**config.mk**
```make
export PLATFORM = sky130hd
export DESIGN_NAME = temp_trip_compare_logic
export DESIGN_NICKNAME = d
export VERILOG_FILES = /design/src/hdl/temp_trip_pkg.sv /design/src/hdl/temp_trip_compare_logic.sv
export VERILOG_INCLUDE_DIRS = /design/src /design/src/hdl
export SDC_FILE = /design/constraint.sdc
export NUM_CORES = 1
export LEC_CHECK = 0
export BUFFER_PORTS_ARGS = -buffer_cell sky130_fd_sc_hd__buf_2
export CORE_UTILIZATION = 38
export CTS_CLUSTER_SIZE = 40
export DETAILED_ROUTE_END_ITERATION = 6
export HOLD_SLACK_MARGIN = 0.08
export PLACE_DENSITY_LB_ADDON = 0.1
export SLEW_MARGIN = 5
export SYNTH_ARGS = -nofsm -noshare
export SYNTH_HDL_FRONTEND = slang
export SYNTH_SLANG_ARGS = --single-unit
```
**constraint.sdc**
```tcl
create_clock -name mclk -period 3.9 [get_ports mclk]
set_input_delay 0.585 -clock mclk [delete_from_list [all_inputs] [get_ports mclk]]
set_output_delay 0.585 -clock mclk [all_outputs]
set_load 0.005 [all_outputs]
```
**src/hdl/temp_trip_defs.svh**
```systemverilog
// Register offsets, field positions, reset values and widths of the trip logic.
// Assumes inclusion by bare name from the design module and the testbench.
`ifndef TEMP_TRIP_DEFS_SVH
`define TEMP_TRIP_DEFS_SVH

// ------------------------------------------------------------------
// Register offsets on the internal register port
// ------------------------------------------------------------------
`define OFS_CONFIG 8'h01
`define OFS_UPPER 8'h02
`define OFS_LOWER 8'h03
`define OFS_CRIT 8'h04
`define OFS_TEMP 8'h05

// ------------------------------------------------------------------
// Configuration register bit positions
// ------------------------------------------------------------------
`define CFG_MODE_BIT 0
`define CFG_POL_BIT 1
`define CFG_CRITONLY_BIT 2
`define CFG_OUTEN_BIT 3
`define CFG_STATUS_BIT 4
`define CFG_CLEAR_BIT 5

// ------------------------------------------------------------------
// Threshold and temperature word layout
// ------------------------------------------------------------------
`define THR_MSB 12
`define THR_LSB 2
`define TEMP_MSB 12
`define TEMP_LSB 1
`define FLAG_BELOW_BIT 13
`define FLAG_ABOVE_BIT 14
`define FLAG_CRIT_BIT 15
`define THR_RESET 11'h000
`define CFG_RESET 16'h0000

`endif

```
**src/hdl/temp_trip_pkg.sv**
```systemverilog
// Types shared by the trip comparison logic and its surroundings.
// Assumes the defs header is on the include path.
package temp_trip_pkg;
    typedef logic [7:0] regAddr_t;
    typedef logic [15:0] regWord_t;
    typedef logic signed [10:0] thrCode_t;
    typedef logic signed [11:0] tempCode_t;
    typedef logic signed [14:0] cmpVal_t;
endpackage

```
**src/hdl/temp_trip_compare_logic.sv**
```systemverilog
// Threshold comparison, trip flags and alert output of the temperature sensor.
// Assumes a serial bus engine on mclk drives the register port, and a converter
// on mclk delivers each result with a one-cycle strobe.
// Notes on behaviour
// - Config bit 0 selects comparator alert (0, reset) or interrupt alert (1).
// - Alert mode bit ignores writes while either lock bit is set.
// - Below flag sets under lower minus hysteresis, clears at lower value.
// - Above flag sets over upper, clears at or under upper minus hysteresis; critical sets at critical, clears under critical minus hysteresis.
// - Temperature word top three bits show trip flags, independent of alert output.
// - Temperature reads as 12-bit two's complement, LSB 0.125 degrees.
// - Temperature word bit 0 reads zero; bit 11 weighs 128 degrees.
// - Upper threshold writable in bits 12:2; bits 15:13 and 1:0 read zero.
// - Lower threshold writable in bits 12:2; reserved bits read zero.
// - Critical threshold writable in bits 12:2; bits 15:13 and 1:0 read zero.
// - Upper threshold reserved bits ignore writes and read zero.
// - Comparisons always use the thresholds currently held.
// - Writing 1 to clear-alert clears interrupt alert; no comparator effect; reads zero.
// - Alert output enable: 0 disabled (reset), 1 enabled; frozen while locked.
// - Critical-only bit restricts alert to critical condition; else window or critical.
// - Alert polarity: 0 active low (reset), 1 active high; frozen while locked.
`include "temp_trip_defs.svh"

module temp_trip_compare_logic #(
    parameter int HYST_W = 4
) (
    input wire logic mclk,
    input wire logic sys_rst,
    input wire temp_trip_pkg::tempCode_t tempCode,
    input wire logic tempValid,
    input wire logic [HYST_W-1:0] hystCode,
    input wire logic critLock,
    input wire logic windowLock,
    input wire temp_trip_pkg::regAddr_t regAddr,
    input wire logic regWrEn,
    input wire temp_trip_pkg::regWord_t regWrData,
    input wire logic regRdEn,
    output temp_trip_pkg::regWord_t regRdData,
    output logic alertPinOut,
    output logic alertPinOe_n
);

    // ------------------------------------------------------------------
    // Parameter check
    // ------------------------------------------------------------------
    // The hysteresis, shifted into 0.125 degree units, must fit the compare width.
    if (HYST_W < 1 || HYST_W > 11) begin : g_bad_hyst
        $error("HYST_W must lie between 1 and 11");
    end

    // ------------------------------------------------------------------
    // Storage
    // ------------------------------------------------------------------
    temp_trip_pkg::thrCode_t upperQ, lowerQ, critQ;
    temp_trip_pkg::tempCode_t tempQ;
    logic modeQ, polQ, critOnlyQ, outEnQ;
    logic belowQ, aboveQ, critFlagQ;
    logic alertLatchQ, condPrevQ;
    temp_trip_pkg::regWord_t rdDataQ;
    logic pinOeQ;

    // Register port decode.
    wire locked = critLock | windowLock;
    wire wrCfg = regWrEn && (regAddr == `OFS_CONFIG);
    wire wrUpper = regWrEn && (regAddr == `OFS_UPPER);
    wire wrLower = regWrEn && (regAddr == `OFS_LOWER);
    wire wrCrit = regWrEn && (regAddr == `OFS_CRIT);
    wire clearReq = wrCfg && regWrData[`CFG_CLEAR_BIT];
    wire temp_trip_pkg::thrCode_t wrThr = regWrData[`THR_MSB:`THR_LSB];

    // ------------------------------------------------------------------
    // Threshold registers
    // ------------------------------------------------------------------
    // Only bits 12:2 are stored; other bits of a write are dropped.
    always_ff @(posedge mclk or posedge sys_rst) begin
        if (sys_rst) begin
            upperQ <= `THR_RESET;
            lowerQ <= `THR_RESET;
            critQ <= `THR_RESET;
        end else begin
            if (wrUpper) upperQ <= wrThr;
            if (wrLower) lowerQ <= wrThr;
            if (wrCrit) critQ <= wrThr;
        end
    end

    // ------------------------------------------------------------------
    // Configuration register
    // ------------------------------------------------------------------
    // Mode, polarity, critical-only and output enable are frozen while locked.
    always_ff @(posedge mclk or posedge sys_rst) begin
        if (sys_rst) begin
            modeQ <= 1'b0;
            polQ <= 1'b0;
            critOnlyQ <= 1'b0;
            outEnQ <= 1'b0;
        end else if (wrCfg && !locked) begin
            modeQ <= regWrData[`CFG_MODE_BIT];
            polQ <= regWrData[`CFG_POL_BIT];
            critOnlyQ <= regWrData[`CFG_CRITONLY_BIT];
            outEnQ <= regWrData[`CFG_OUTEN_BIT];
        end
    end

    // ------------------------------------------------------------------
    // Comparison arithmetic
    // ------------------------------------------------------------------
    // Everything is compared in 0.125 degree units, thresholds shifted left once.
    // A concatenation is unsigned, so each threshold is made signed before it is widened.
    wire temp_trip_pkg::cmpVal_t tNew = temp_trip_pkg::cmpVal_t'(tempCode);
    wire temp_trip_pkg::cmpVal_t hyst = temp_trip_pkg::cmpVal_t'({1'b0, hystCode, 1'b0});
    wire temp_trip_pkg::cmpVal_t upperV =
        temp_trip_pkg::cmpVal_t'($signed({upperQ, 1'b0}));
    wire temp_trip_pkg::cmpVal_t lowerV =
        temp_trip_pkg::cmpVal_t'($signed({lowerQ, 1'b0}));
    wire temp_trip_pkg::cmpVal_t critV =
        temp_trip_pkg::cmpVal_t'($signed({critQ, 1'b0}));
    wire temp_trip_pkg::cmpVal_t upperLo = upperV - hyst;
    wire temp_trip_pkg::cmpVal_t lowerLo = lowerV - hyst;
    wire temp_trip_pkg::cmpVal_t critLo = critV - hyst;

    // Hysteresis band: a set flag holds until the far edge of the band.
    wire belowD = belowQ ? (tNew < lowerV) : (tNew < lowerLo);
    wire aboveD = aboveQ ? (tNew > upperLo) : (tNew > upperV);
    wire critD = critFlagQ ? (tNew >= critLo) : (tNew >= critV);

    // ------------------------------------------------------------------
    // Temperature latch and trip flags
    // ------------------------------------------------------------------
    // Flags advance only when a conversion result is latched.
    always_ff @(posedge mclk or posedge sys_rst) begin
        if (sys_rst) begin
            tempQ <= 12'sh000;
            belowQ <= 1'b0;
            aboveQ <= 1'b0;
            critFlagQ <= 1'b0;
        end else if (tempValid) begin
            tempQ <= tempCode;
            belowQ <= belowD;
            aboveQ <= aboveD;
            critFlagQ <= critD;
        end
    end

    // ------------------------------------------------------------------
    // Alert event logic
    // ------------------------------------------------------------------
    // The alert condition honours the critical-only selection.
    wire eventCond = critOnlyQ ? critFlagQ : (critFlagQ | aboveQ | belowQ);
    wire condRise = eventCond && !condPrevQ;
    wire alertActive = modeQ ? alertLatchQ : eventCond;

    // In interrupt mode a new event sets the latch; a new event wins over a clear.
    always_ff @(posedge mclk or posedge sys_rst) begin
        if (sys_rst) begin
            condPrevQ <= 1'b0;
            alertLatchQ <= 1'b0;
        end else begin
            condPrevQ <= eventCond;
            if (modeQ && condRise) alertLatchQ <= 1'b1;
            else if (clearReq || !modeQ) alertLatchQ <= 1'b0;
        end
    end

    // ------------------------------------------------------------------
    // Alert pin
    // ------------------------------------------------------------------
    // Open drain: the pin is pulled low only when enabled and the level is low.
    wire alertStatus = outEnQ && alertActive;
    wire pinLevel = polQ ? alertStatus : !alertStatus;
    wire pinDrive = outEnQ && !pinLevel;

    always_ff @(posedge mclk or posedge sys_rst) begin
        if (sys_rst) begin
            pinOeQ <= 1'b1;
        end else begin
            pinOeQ <= !pinDrive;
        end
    end
    assign alertPinOe_n = pinOeQ;

    // The driven level is always low, held in a constant flip-flop.
    always_ff @(posedge mclk or posedge sys_rst) begin
        if (sys_rst) alertPinOut <= 1'b0;
        else alertPinOut <= 1'b0;
    end

    // ------------------------------------------------------------------
    // Read path
    // ------------------------------------------------------------------
    // Read data is selected by address and registered one cycle after the request.
    wire temp_trip_pkg::regWord_t cfgWord = {10'h000, 1'b0, alertStatus, outEnQ,
                                             critOnlyQ, polQ, modeQ};
    wire temp_trip_pkg::regWord_t tempWord = {critFlagQ, aboveQ, belowQ,
                                              tempQ, 1'b0};
    wire temp_trip_pkg::regWord_t rdSel =
        (regAddr == `OFS_CONFIG) ? cfgWord :
        (regAddr == `OFS_UPPER) ? {3'h0, upperQ, 2'h0} :
        (regAddr == `OFS_LOWER) ? {3'h0, lowerQ, 2'h0} :
        (regAddr == `OFS_CRIT) ? {3'h0, critQ, 2'h0} :
        (regAddr == `OFS_TEMP) ? tempWord : 16'h0000;

    always_ff @(posedge mclk or posedge sys_rst) begin
        if (sys_rst) rdDataQ <= 16'h0000;
        else if (regRdEn) rdDataQ <= rdSel;
    end
    assign regRdData = rdDataQ;

    // ------------------------------------------------------------------
    // Assertions
    // ------------------------------------------------------------------
    a_mode_lock_hold: assert property (@(posedge mclk) disable iff (sys_rst)
        (wrCfg && locked) |=> $stable(modeQ) && $stable(polQ) && $stable(outEnQ))
        else $error("Configuration changed while locked.");

    a_mode_write_take: assert property (@(posedge mclk) disable iff (sys_rst)
        (wrCfg && !locked) |=> (modeQ == $past(regWrData[0])))
        else $error("Alert mode write not taken.");

    a_below_flag_set: assert property (@(posedge mclk) disable iff (sys_rst)
        (tempValid && !belowQ && (tNew < lowerLo)) |=> belowQ)
        else $error("Below flag failed to set.");

    a_below_flag_clear: assert property (@(posedge mclk) disable iff (sys_rst)
        (tempValid && belowQ && (tNew >= lowerV)) |=> !belowQ)
        else $error("Below flag failed to clear.");

    a_above_flag_hold: assert property (@(posedge mclk) disable iff (sys_rst)
        (tempValid && aboveQ && (tNew > upperLo)) |=> aboveQ)
        else $error("Above flag dropped inside hysteresis band.");

    a_crit_flag_set: assert property (@(posedge mclk) disable iff (sys_rst)
        (tempValid && (tNew >= critV)) |=> critFlagQ)
        else $error("Critical flag failed to set.");

    a_temp_word_read: assert property (@(posedge mclk) disable iff (sys_rst)
        (regRdEn && regAddr == `OFS_TEMP) |=>
        (regRdData[15:13] == $past({critFlagQ, aboveQ, belowQ})) && (regRdData[0] == 1'b0))
        else $error("Temperature word flags or bit 0 wrong.");

    a_upper_rsvd_zero: assert property (@(posedge mclk) disable iff (sys_rst)
        (regRdEn && regAddr == `OFS_UPPER) |=>
        (regRdData[15:13] == 3'h0) && (regRdData[1:0] == 2'h0))
        else $error("Reserved threshold bits read nonzero.");

    a_clear_alert_int: assert property (@(posedge mclk) disable iff (sys_rst)
        (modeQ && clearReq && !condRise) |=> !alertLatchQ)
        else $error("Clear did not release interrupt alert.");

    a_pin_disabled: assert property (@(posedge mclk) disable iff (sys_rst)
        !outEnQ |=> alertPinOe_n)
        else $error("Alert pin driven while disabled.");

    a_crit_only_gate: assert property (@(posedge mclk) disable iff (sys_rst)
        (critOnlyQ && !modeQ && !critFlagQ) |-> !alertActive)
        else $error("Alert active without critical condition.");

    a_above_flag_set: assert property (@(posedge mclk) disable iff (sys_rst)
        (tempValid && !aboveQ && (tNew > upperV)) |=> aboveQ)
        else $error("Above flag failed to set.");

    a_above_flag_clear: assert property (@(posedge mclk) disable iff (sys_rst)
        (tempValid && aboveQ && (tNew <= upperLo)) |=> !aboveQ)
        else $error("Above flag failed to clear.");

    a_crit_flag_clear: assert property (@(posedge mclk) disable iff (sys_rst)
        (tempValid && critFlagQ && (tNew < critLo)) |=> !critFlagQ)
        else $error("Critical flag failed to clear.");

    a_flags_hold_idle: assert property (@(posedge mclk) disable iff (sys_rst)
        !tempValid |=> $stable({belowQ, aboveQ, critFlagQ}))
        else $error("Trip flags moved without a conversion.");

    a_temp_latch_take: assert property (@(posedge mclk) disable iff (sys_rst)
        tempValid |=> (tempQ == $past(tempCode)))
        else $error("Conversion result not latched.");

    a_upper_write_take: assert property (@(posedge mclk) disable iff (sys_rst)
        wrUpper |=> (upperQ == $past(wrThr)))
        else $error("Upper threshold write not taken.");

    a_clear_reads_zero: assert property (@(posedge mclk) disable iff (sys_rst)
        (regRdEn && regAddr == `OFS_CONFIG) |=> !regRdData[`CFG_CLEAR_BIT])
        else $error("Clear-alert bit read nonzero.");

    a_comparator_latch_idle: assert property (@(posedge mclk) disable iff (sys_rst)
        !modeQ |=> !alertLatchQ)
        else $error("Interrupt latch set in comparator mode.");

    a_event_sets_latch: assert property (@(posedge mclk) disable iff (sys_rst)
        (modeQ && condRise) |=> alertLatchQ)
        else $error("New event did not set interrupt latch.");

    a_status_when_disabled: assert property (@(posedge mclk) disable iff (sys_rst)
        (regRdEn && regAddr == `OFS_CONFIG && !outEnQ) |=> !regRdData[`CFG_STATUS_BIT])
        else $error("Alert status read set while output disabled.");

    a_pin_low_polarity: assert property (@(posedge mclk) disable iff (sys_rst)
        (outEnQ && !polQ && alertActive) |=> !alertPinOe_n)
        else $error("Active-low alert not driven.");

    a_pin_high_polarity: assert property (@(posedge mclk) disable iff (sys_rst)
        (outEnQ && polQ && !alertActive) |=> !alertPinOe_n)
        else $error("Idle active-high alert not driven low.");

endmodule // temp_trip_compare_logic

```
======== Word-level counts from Yosys, hierarchy flattened ========
Cells that the tools add are included.
operators by class
  add/subtract/negate cells ............... 3
  magnitude comparators ................... 6
  eq/ne operators ......................... 5
  multiplexer cells ....................... 13
  bitwise gates (word level) .............. 3
  reduce and logical (&&, ||, !) cells .... 18
operators by type and width
  kind                  count
  $mux W16              5
  $sub A12 B6 Y13       3
  $eq A8 B2 Y1 const B  2
  $eq A8 B3 Y1 const B  2
  $ge A12 B13 Y1        1
  $gt A12 B13 Y1        1
  $lt A12 B13 Y1        1
  $ge A12 B12 Y1        1
  $gt A12 B12 Y1        1
  $lt A12 B12 Y1        1
  $logic_and A1 B1 Y1   10
  $eq A8 B1 Y1 const B  1
  $mux W1               8
  $logic_not A1 Y1      6
  $or A1 B1 Y1          3
  $reduce_bool A2 Y1    1
  $logic_or A1 B1 Y1    1
word-level totals
  register bits after elaboration ......... 71
  output and inout bits ................... 18

======== Logic depth before layout (Yosys ltp) ========
  word-level depth ........................ 10
  mapped depth ............................ 15
  mapped depth without buffers ............ 15

======== Worst setup path after synthesis ========
Ideal clock, no wire load.
  path type ............................... input to register
  start point ............................. in hystCode[1]
  end point ............................... reg belowQ
  library setup time ...................... 0.126 ns
  data arrival time ....................... 3.336 ns
  data required time ...................... 3.774 ns
  path slack .............................. 0.438 ns
  stages on the path ...................... 14
  path through ............................ inv_1 ha_1 nor2b_1 o21ai_0 a21oi_1 or4_1 xnor2_1 ha_1 a21oi_1 o22ai_1 a211o_1 a31oi_1 nor4b_1 a221o_1
on the way
  longest elaborated chain between the ends .. 3
RTL lines
  item                  line                            RTL
  start, declared       temp_trip_compare_logic.sv:30   input wire logic [HYST_W-1:0] hystCode,
  $sub A12 B6 Y13       temp_trip_compare_logic.sv:118  wire temp_trip_pkg::cmpVal_t lowerLo = lowerV - hyst;
  $lt A12 B13 Y1        temp_trip_compare_logic.sv:122  wire belowD = belowQ ? (tNew < lowerV) : (tNew < lowerLo);
  $mux W1               temp_trip_compare_logic.sv:122
  end signal, assigned  temp_trip_compare_logic.sv:138  belowQ <= belowD;
  end, declared         temp_trip_compare_logic.sv:56   logic belowQ, aboveQ, critFlagQ;
No other way between the ends.
A chain may end at the register's enable or synchronous reset.

======== Worst setup path in the final report ========
Same ends and word-level chain as after synthesis.

==> out/qor.txt <==
post-cts hold buffer count: 0
ranking of synthesized cells by area: dfrtp_1 (32%), ha_1 (18%), mux2_2 (7.2%)
PortBufs: 60
ys flop type: dfrtp_1
GR Overflow Total: 0
starting density of the core: 39.1%
Post-Synth Adder-Cell Area: 19.1%
Synth Area in XOR/XNOR: 4.16%
Setup Fix Bufs, Post-CTS: 0
Simple-Gate Fraction of Synth Area: 14.0%
total inserted antenna cells: 0
Final Power: 2.32 mW
mapped cell area: 5480 um^2
antenna violations before repair: 0
CP peak stage delay: 500 ps
mux contribution to synthesized area: 9.57%
share of layout cells above drive strength 1: 20.2%
initial DRC count: 194
WS Path Type: in -> reg
Total GRT Usage: 21.7%
worst path cell trace: buf_2 -> inv_1 -> ha_1 -> nor2b_1 -> o21ai_0 -> a21oi_1 -> or4_1 -> xnor2_1 -> ha_1 -> a21oi_1 -> o22ai_1 -> a211o_1 -> a31oi_1 -> nor4b_1 -> a221o_1
detailed placement HPWL: 12000 um
maximum vdd drop: 0.000266 V
Fin Setup TNS: 0 ps
reg2reg setup slack: 520 ps
number of synthesized flops with an enable pin: 0
Synth area leader: dfrtp_1
CTS buffer count: 9
max-cap violations: 0
Pwr per Cell Area: 368 nW/um^2
Multi-input gate area: 3400 um^2
Seq/Total Area, Yosys: 32.5%
Die Wd: 122 um
Max Slew Vio Count: 0
Worst-Skew Late Latency: 340 ps
r2r worst-path depth: 13
crit path launch type: primary input
Nets: 773
Max clock buf depth: 2
CTS tree: yes
synthesized netlist cell count: 584
drt first pass iters: 4
fin crit share: 87.6%
post-layout min period: 3420 ps
RePlAce Congestion: 0.863
status: complete, no violations
Worst Hold Class: in -> async
Avg Inst Size Synth: 9.38 um^2
worst-margin pin slew: 661 ps
DR vias/cell: 5.38
clock-pin slew of the registers on the worst-case setup and hold paths: 60 ps
Final Hold Viols: 0
post-route ant nets: 0
syn nets: 713
final core utilization: 45.1%
Worst Skew: 10.5 ps
P_leak: 3.05 nW
DRC errors left: 0
Reg2Reg Launch Point: lowerQ[1]$_DFFE_PP0P_
Critical Path Sink Type: flip-flop
register area: 1780 um^2
synthesis-to-layout area growth: 15.3%
post-synth top area share: 32.0%
synth warn: 0
largest family of logic cells by synthesized area: adder cells
Slowest cell on crit path: or4_1
DR WL/cell: 18.4 um
FMAX: 293 MHz
first-pass GRT wire length: 24000 um
FF-to-FF End: belowQ$_DFFE_PP0P_
Total Wirelength: 15200 um
core area: 14000 um^2
final setup fails: 0
Root Driver: clkbuf_16
WP data required: 4120 ps
die height: 122 um
fill count: 1413
largest net degree at the start of global routing: 49
#FFs+latches synth: 71
PostCTS Resize Cnt: 0
number of global-route vias before repair: 4378
Compound-Gate Fraction of Synth Area: 15.1%
crit-path max FO: 4
H-tree depth: 3
io pins: 65
CTS sink cnt: 71
unrepaired setup endpoints after global routing: no
Rows: 43
async set-reset flop share out of synthesis: 100%
slew margin rel.: 55.9%
library cells used by synthesis: 62
WP data arrival: 3630 ps
via count: 4459
Die ar.: 14900 um^2
## logic make-up after synthesis
kind of cell,count (synthesis)
compound gates,132
xor+xnor,26
fa+ha+maj,82
buf+inv,76
flops,71
mux,46
other cells,1
simple gates,150
## worst max-delay path, delay by kind of cell
family                   cells  cell delay, ps
AND/OR/NAND/NOR              3             700
buffers and inverters        2             250
XOR/XNOR                     1             180
adder cells (fa/ha/maj)      2             530
AO/OA/AOI/OAI                7            1370
## state kept, by name, indices dropped and copies added (netlist names), 11 cells and up
name and cells:
upperQ 11, critQ 11, regRdData 16, lowerQ 11
tempQ 12
## where the power goes
| part | internal, mW | switching (mW) |
|---|---|---|
| combinational | 0.253 | 0.296 |
| sequential | 0.792 | 0.0730 |
| clock | 0.595 | 0.315 |
| total | 1.64 | 0.684 |
## cell usage after synthesis (3+ instances only)
cell type,count
nand2b_1,4
mux2_4,4
and2_1,3
nor2b_1,13
mux2i_1,7
o2111ai_1,3
a21o_1,8
nand4_1,10
a22o_1,3
nor3_1,11
mux2_2,35
xnor2_1,25
or4_1,6
a21oi_1,36
nor4_1,4
dfrtp_1,70
o22ai_1,3
nand2_1,48
o31ai_1,9
ha_1,79
o211ai_1,3
inv_1,56
o21ai_0,38
a22oi_1,8
nand3_1,6
fa_1,3
a211o_1,3
clkbuf_1,16
and3_1,4
nor2_1,26
## cells in the final DEF (no fill, tap or decap), types with 3 or more instances in the layout
master     Yosys  final
a21o_1         8      8
a21oi_1       36     36
and2_1         3      3
xnor2_1       25     25
nand4_1       10     10
nor2b_1       13     13
o21ai_0       38     38
o31ai_1        9      9
fa_1           3      3
dfrtp_1       70     70
and3_1         4      4
o2111ai_1      3      3
nand3_1        6      6
a22oi_1        8      8
clkbuf_16      0      9
buf_4          1      9
or4_1          6      6
nor3_1        11     11
a211o_1        3      3
ha_1          79     79
inv_1         56     55
mux2_2        35     35
a22o_1         3      3
o22ai_1        3      3
nor4_1         4      3
mux2i_1        7      7
nand2b_1       4      4
nand2_1       48     48
nor2_1        26     26
o211ai_1       3      3
buf_2          2     60
mux2_4         4      4
## worst max path at each step
| stage | slack, ps | startpoint | depth (start not counted) | endpoint |
|---|---|---|---|---|
| after floorplan | 440 | hystCode[1] | 14 | belowQ$_DFFE_PP0P_ |
| after global placement | 200 | hystCode[1] | 15 | belowQ$_DFFE_PP0P_ |
| after detailed placement | 130 | hystCode[1] | 15 | belowQ$_DFFE_PP0P_ |
| after CTS | 480 | hystCode[1] | 15 | belowQ$_DFFE_PP0P_ |
| after global routing | 250 | critQ[0]$_DFFE_PP0P_ | 15 | critFlagQ$_DFFE_PP0P_ |
| final | 480 | hystCode[1] | 15 | belowQ$_DFFE_PP0P_ |
## metrics by stage
step           std cells  setup WS (ps)  hold WS (ps)  cell area (um^2)
2_1_floorplan        584            438           391              5480
3_3_place_gp         813            195           421              5990
3_5_place_dp         813            135           434              5990
4_1_cts              829            481           296              6310
5_1_grt              829            246           322              6310
6_report             829            483           282              6310
## routing by layer
metal  up-vias  share of wire [%]  track usage [%]
met3        18                3.1             3.46
met2        90                 48             35.9
li1       2210                  -                -
met4         0                2.1             7.25
met5         -                  0                0
met1      2141                 47             28.6
## area by class of cell
| cell class | count | area share [%] |
|---|---|---|
| clock buffer | 13 | 4.12 |
| inverter | 56 | 3.33 |
| tap | 180 | 3.57 |
| timing repair buffer | 69 | 5.83 |
| multi-input combinational | 437 | 53.9 |
| sequential | 71 | 28.2 |
| clock inverter | 3 | 1.03 |
Power figures use the tool's default switching activity.
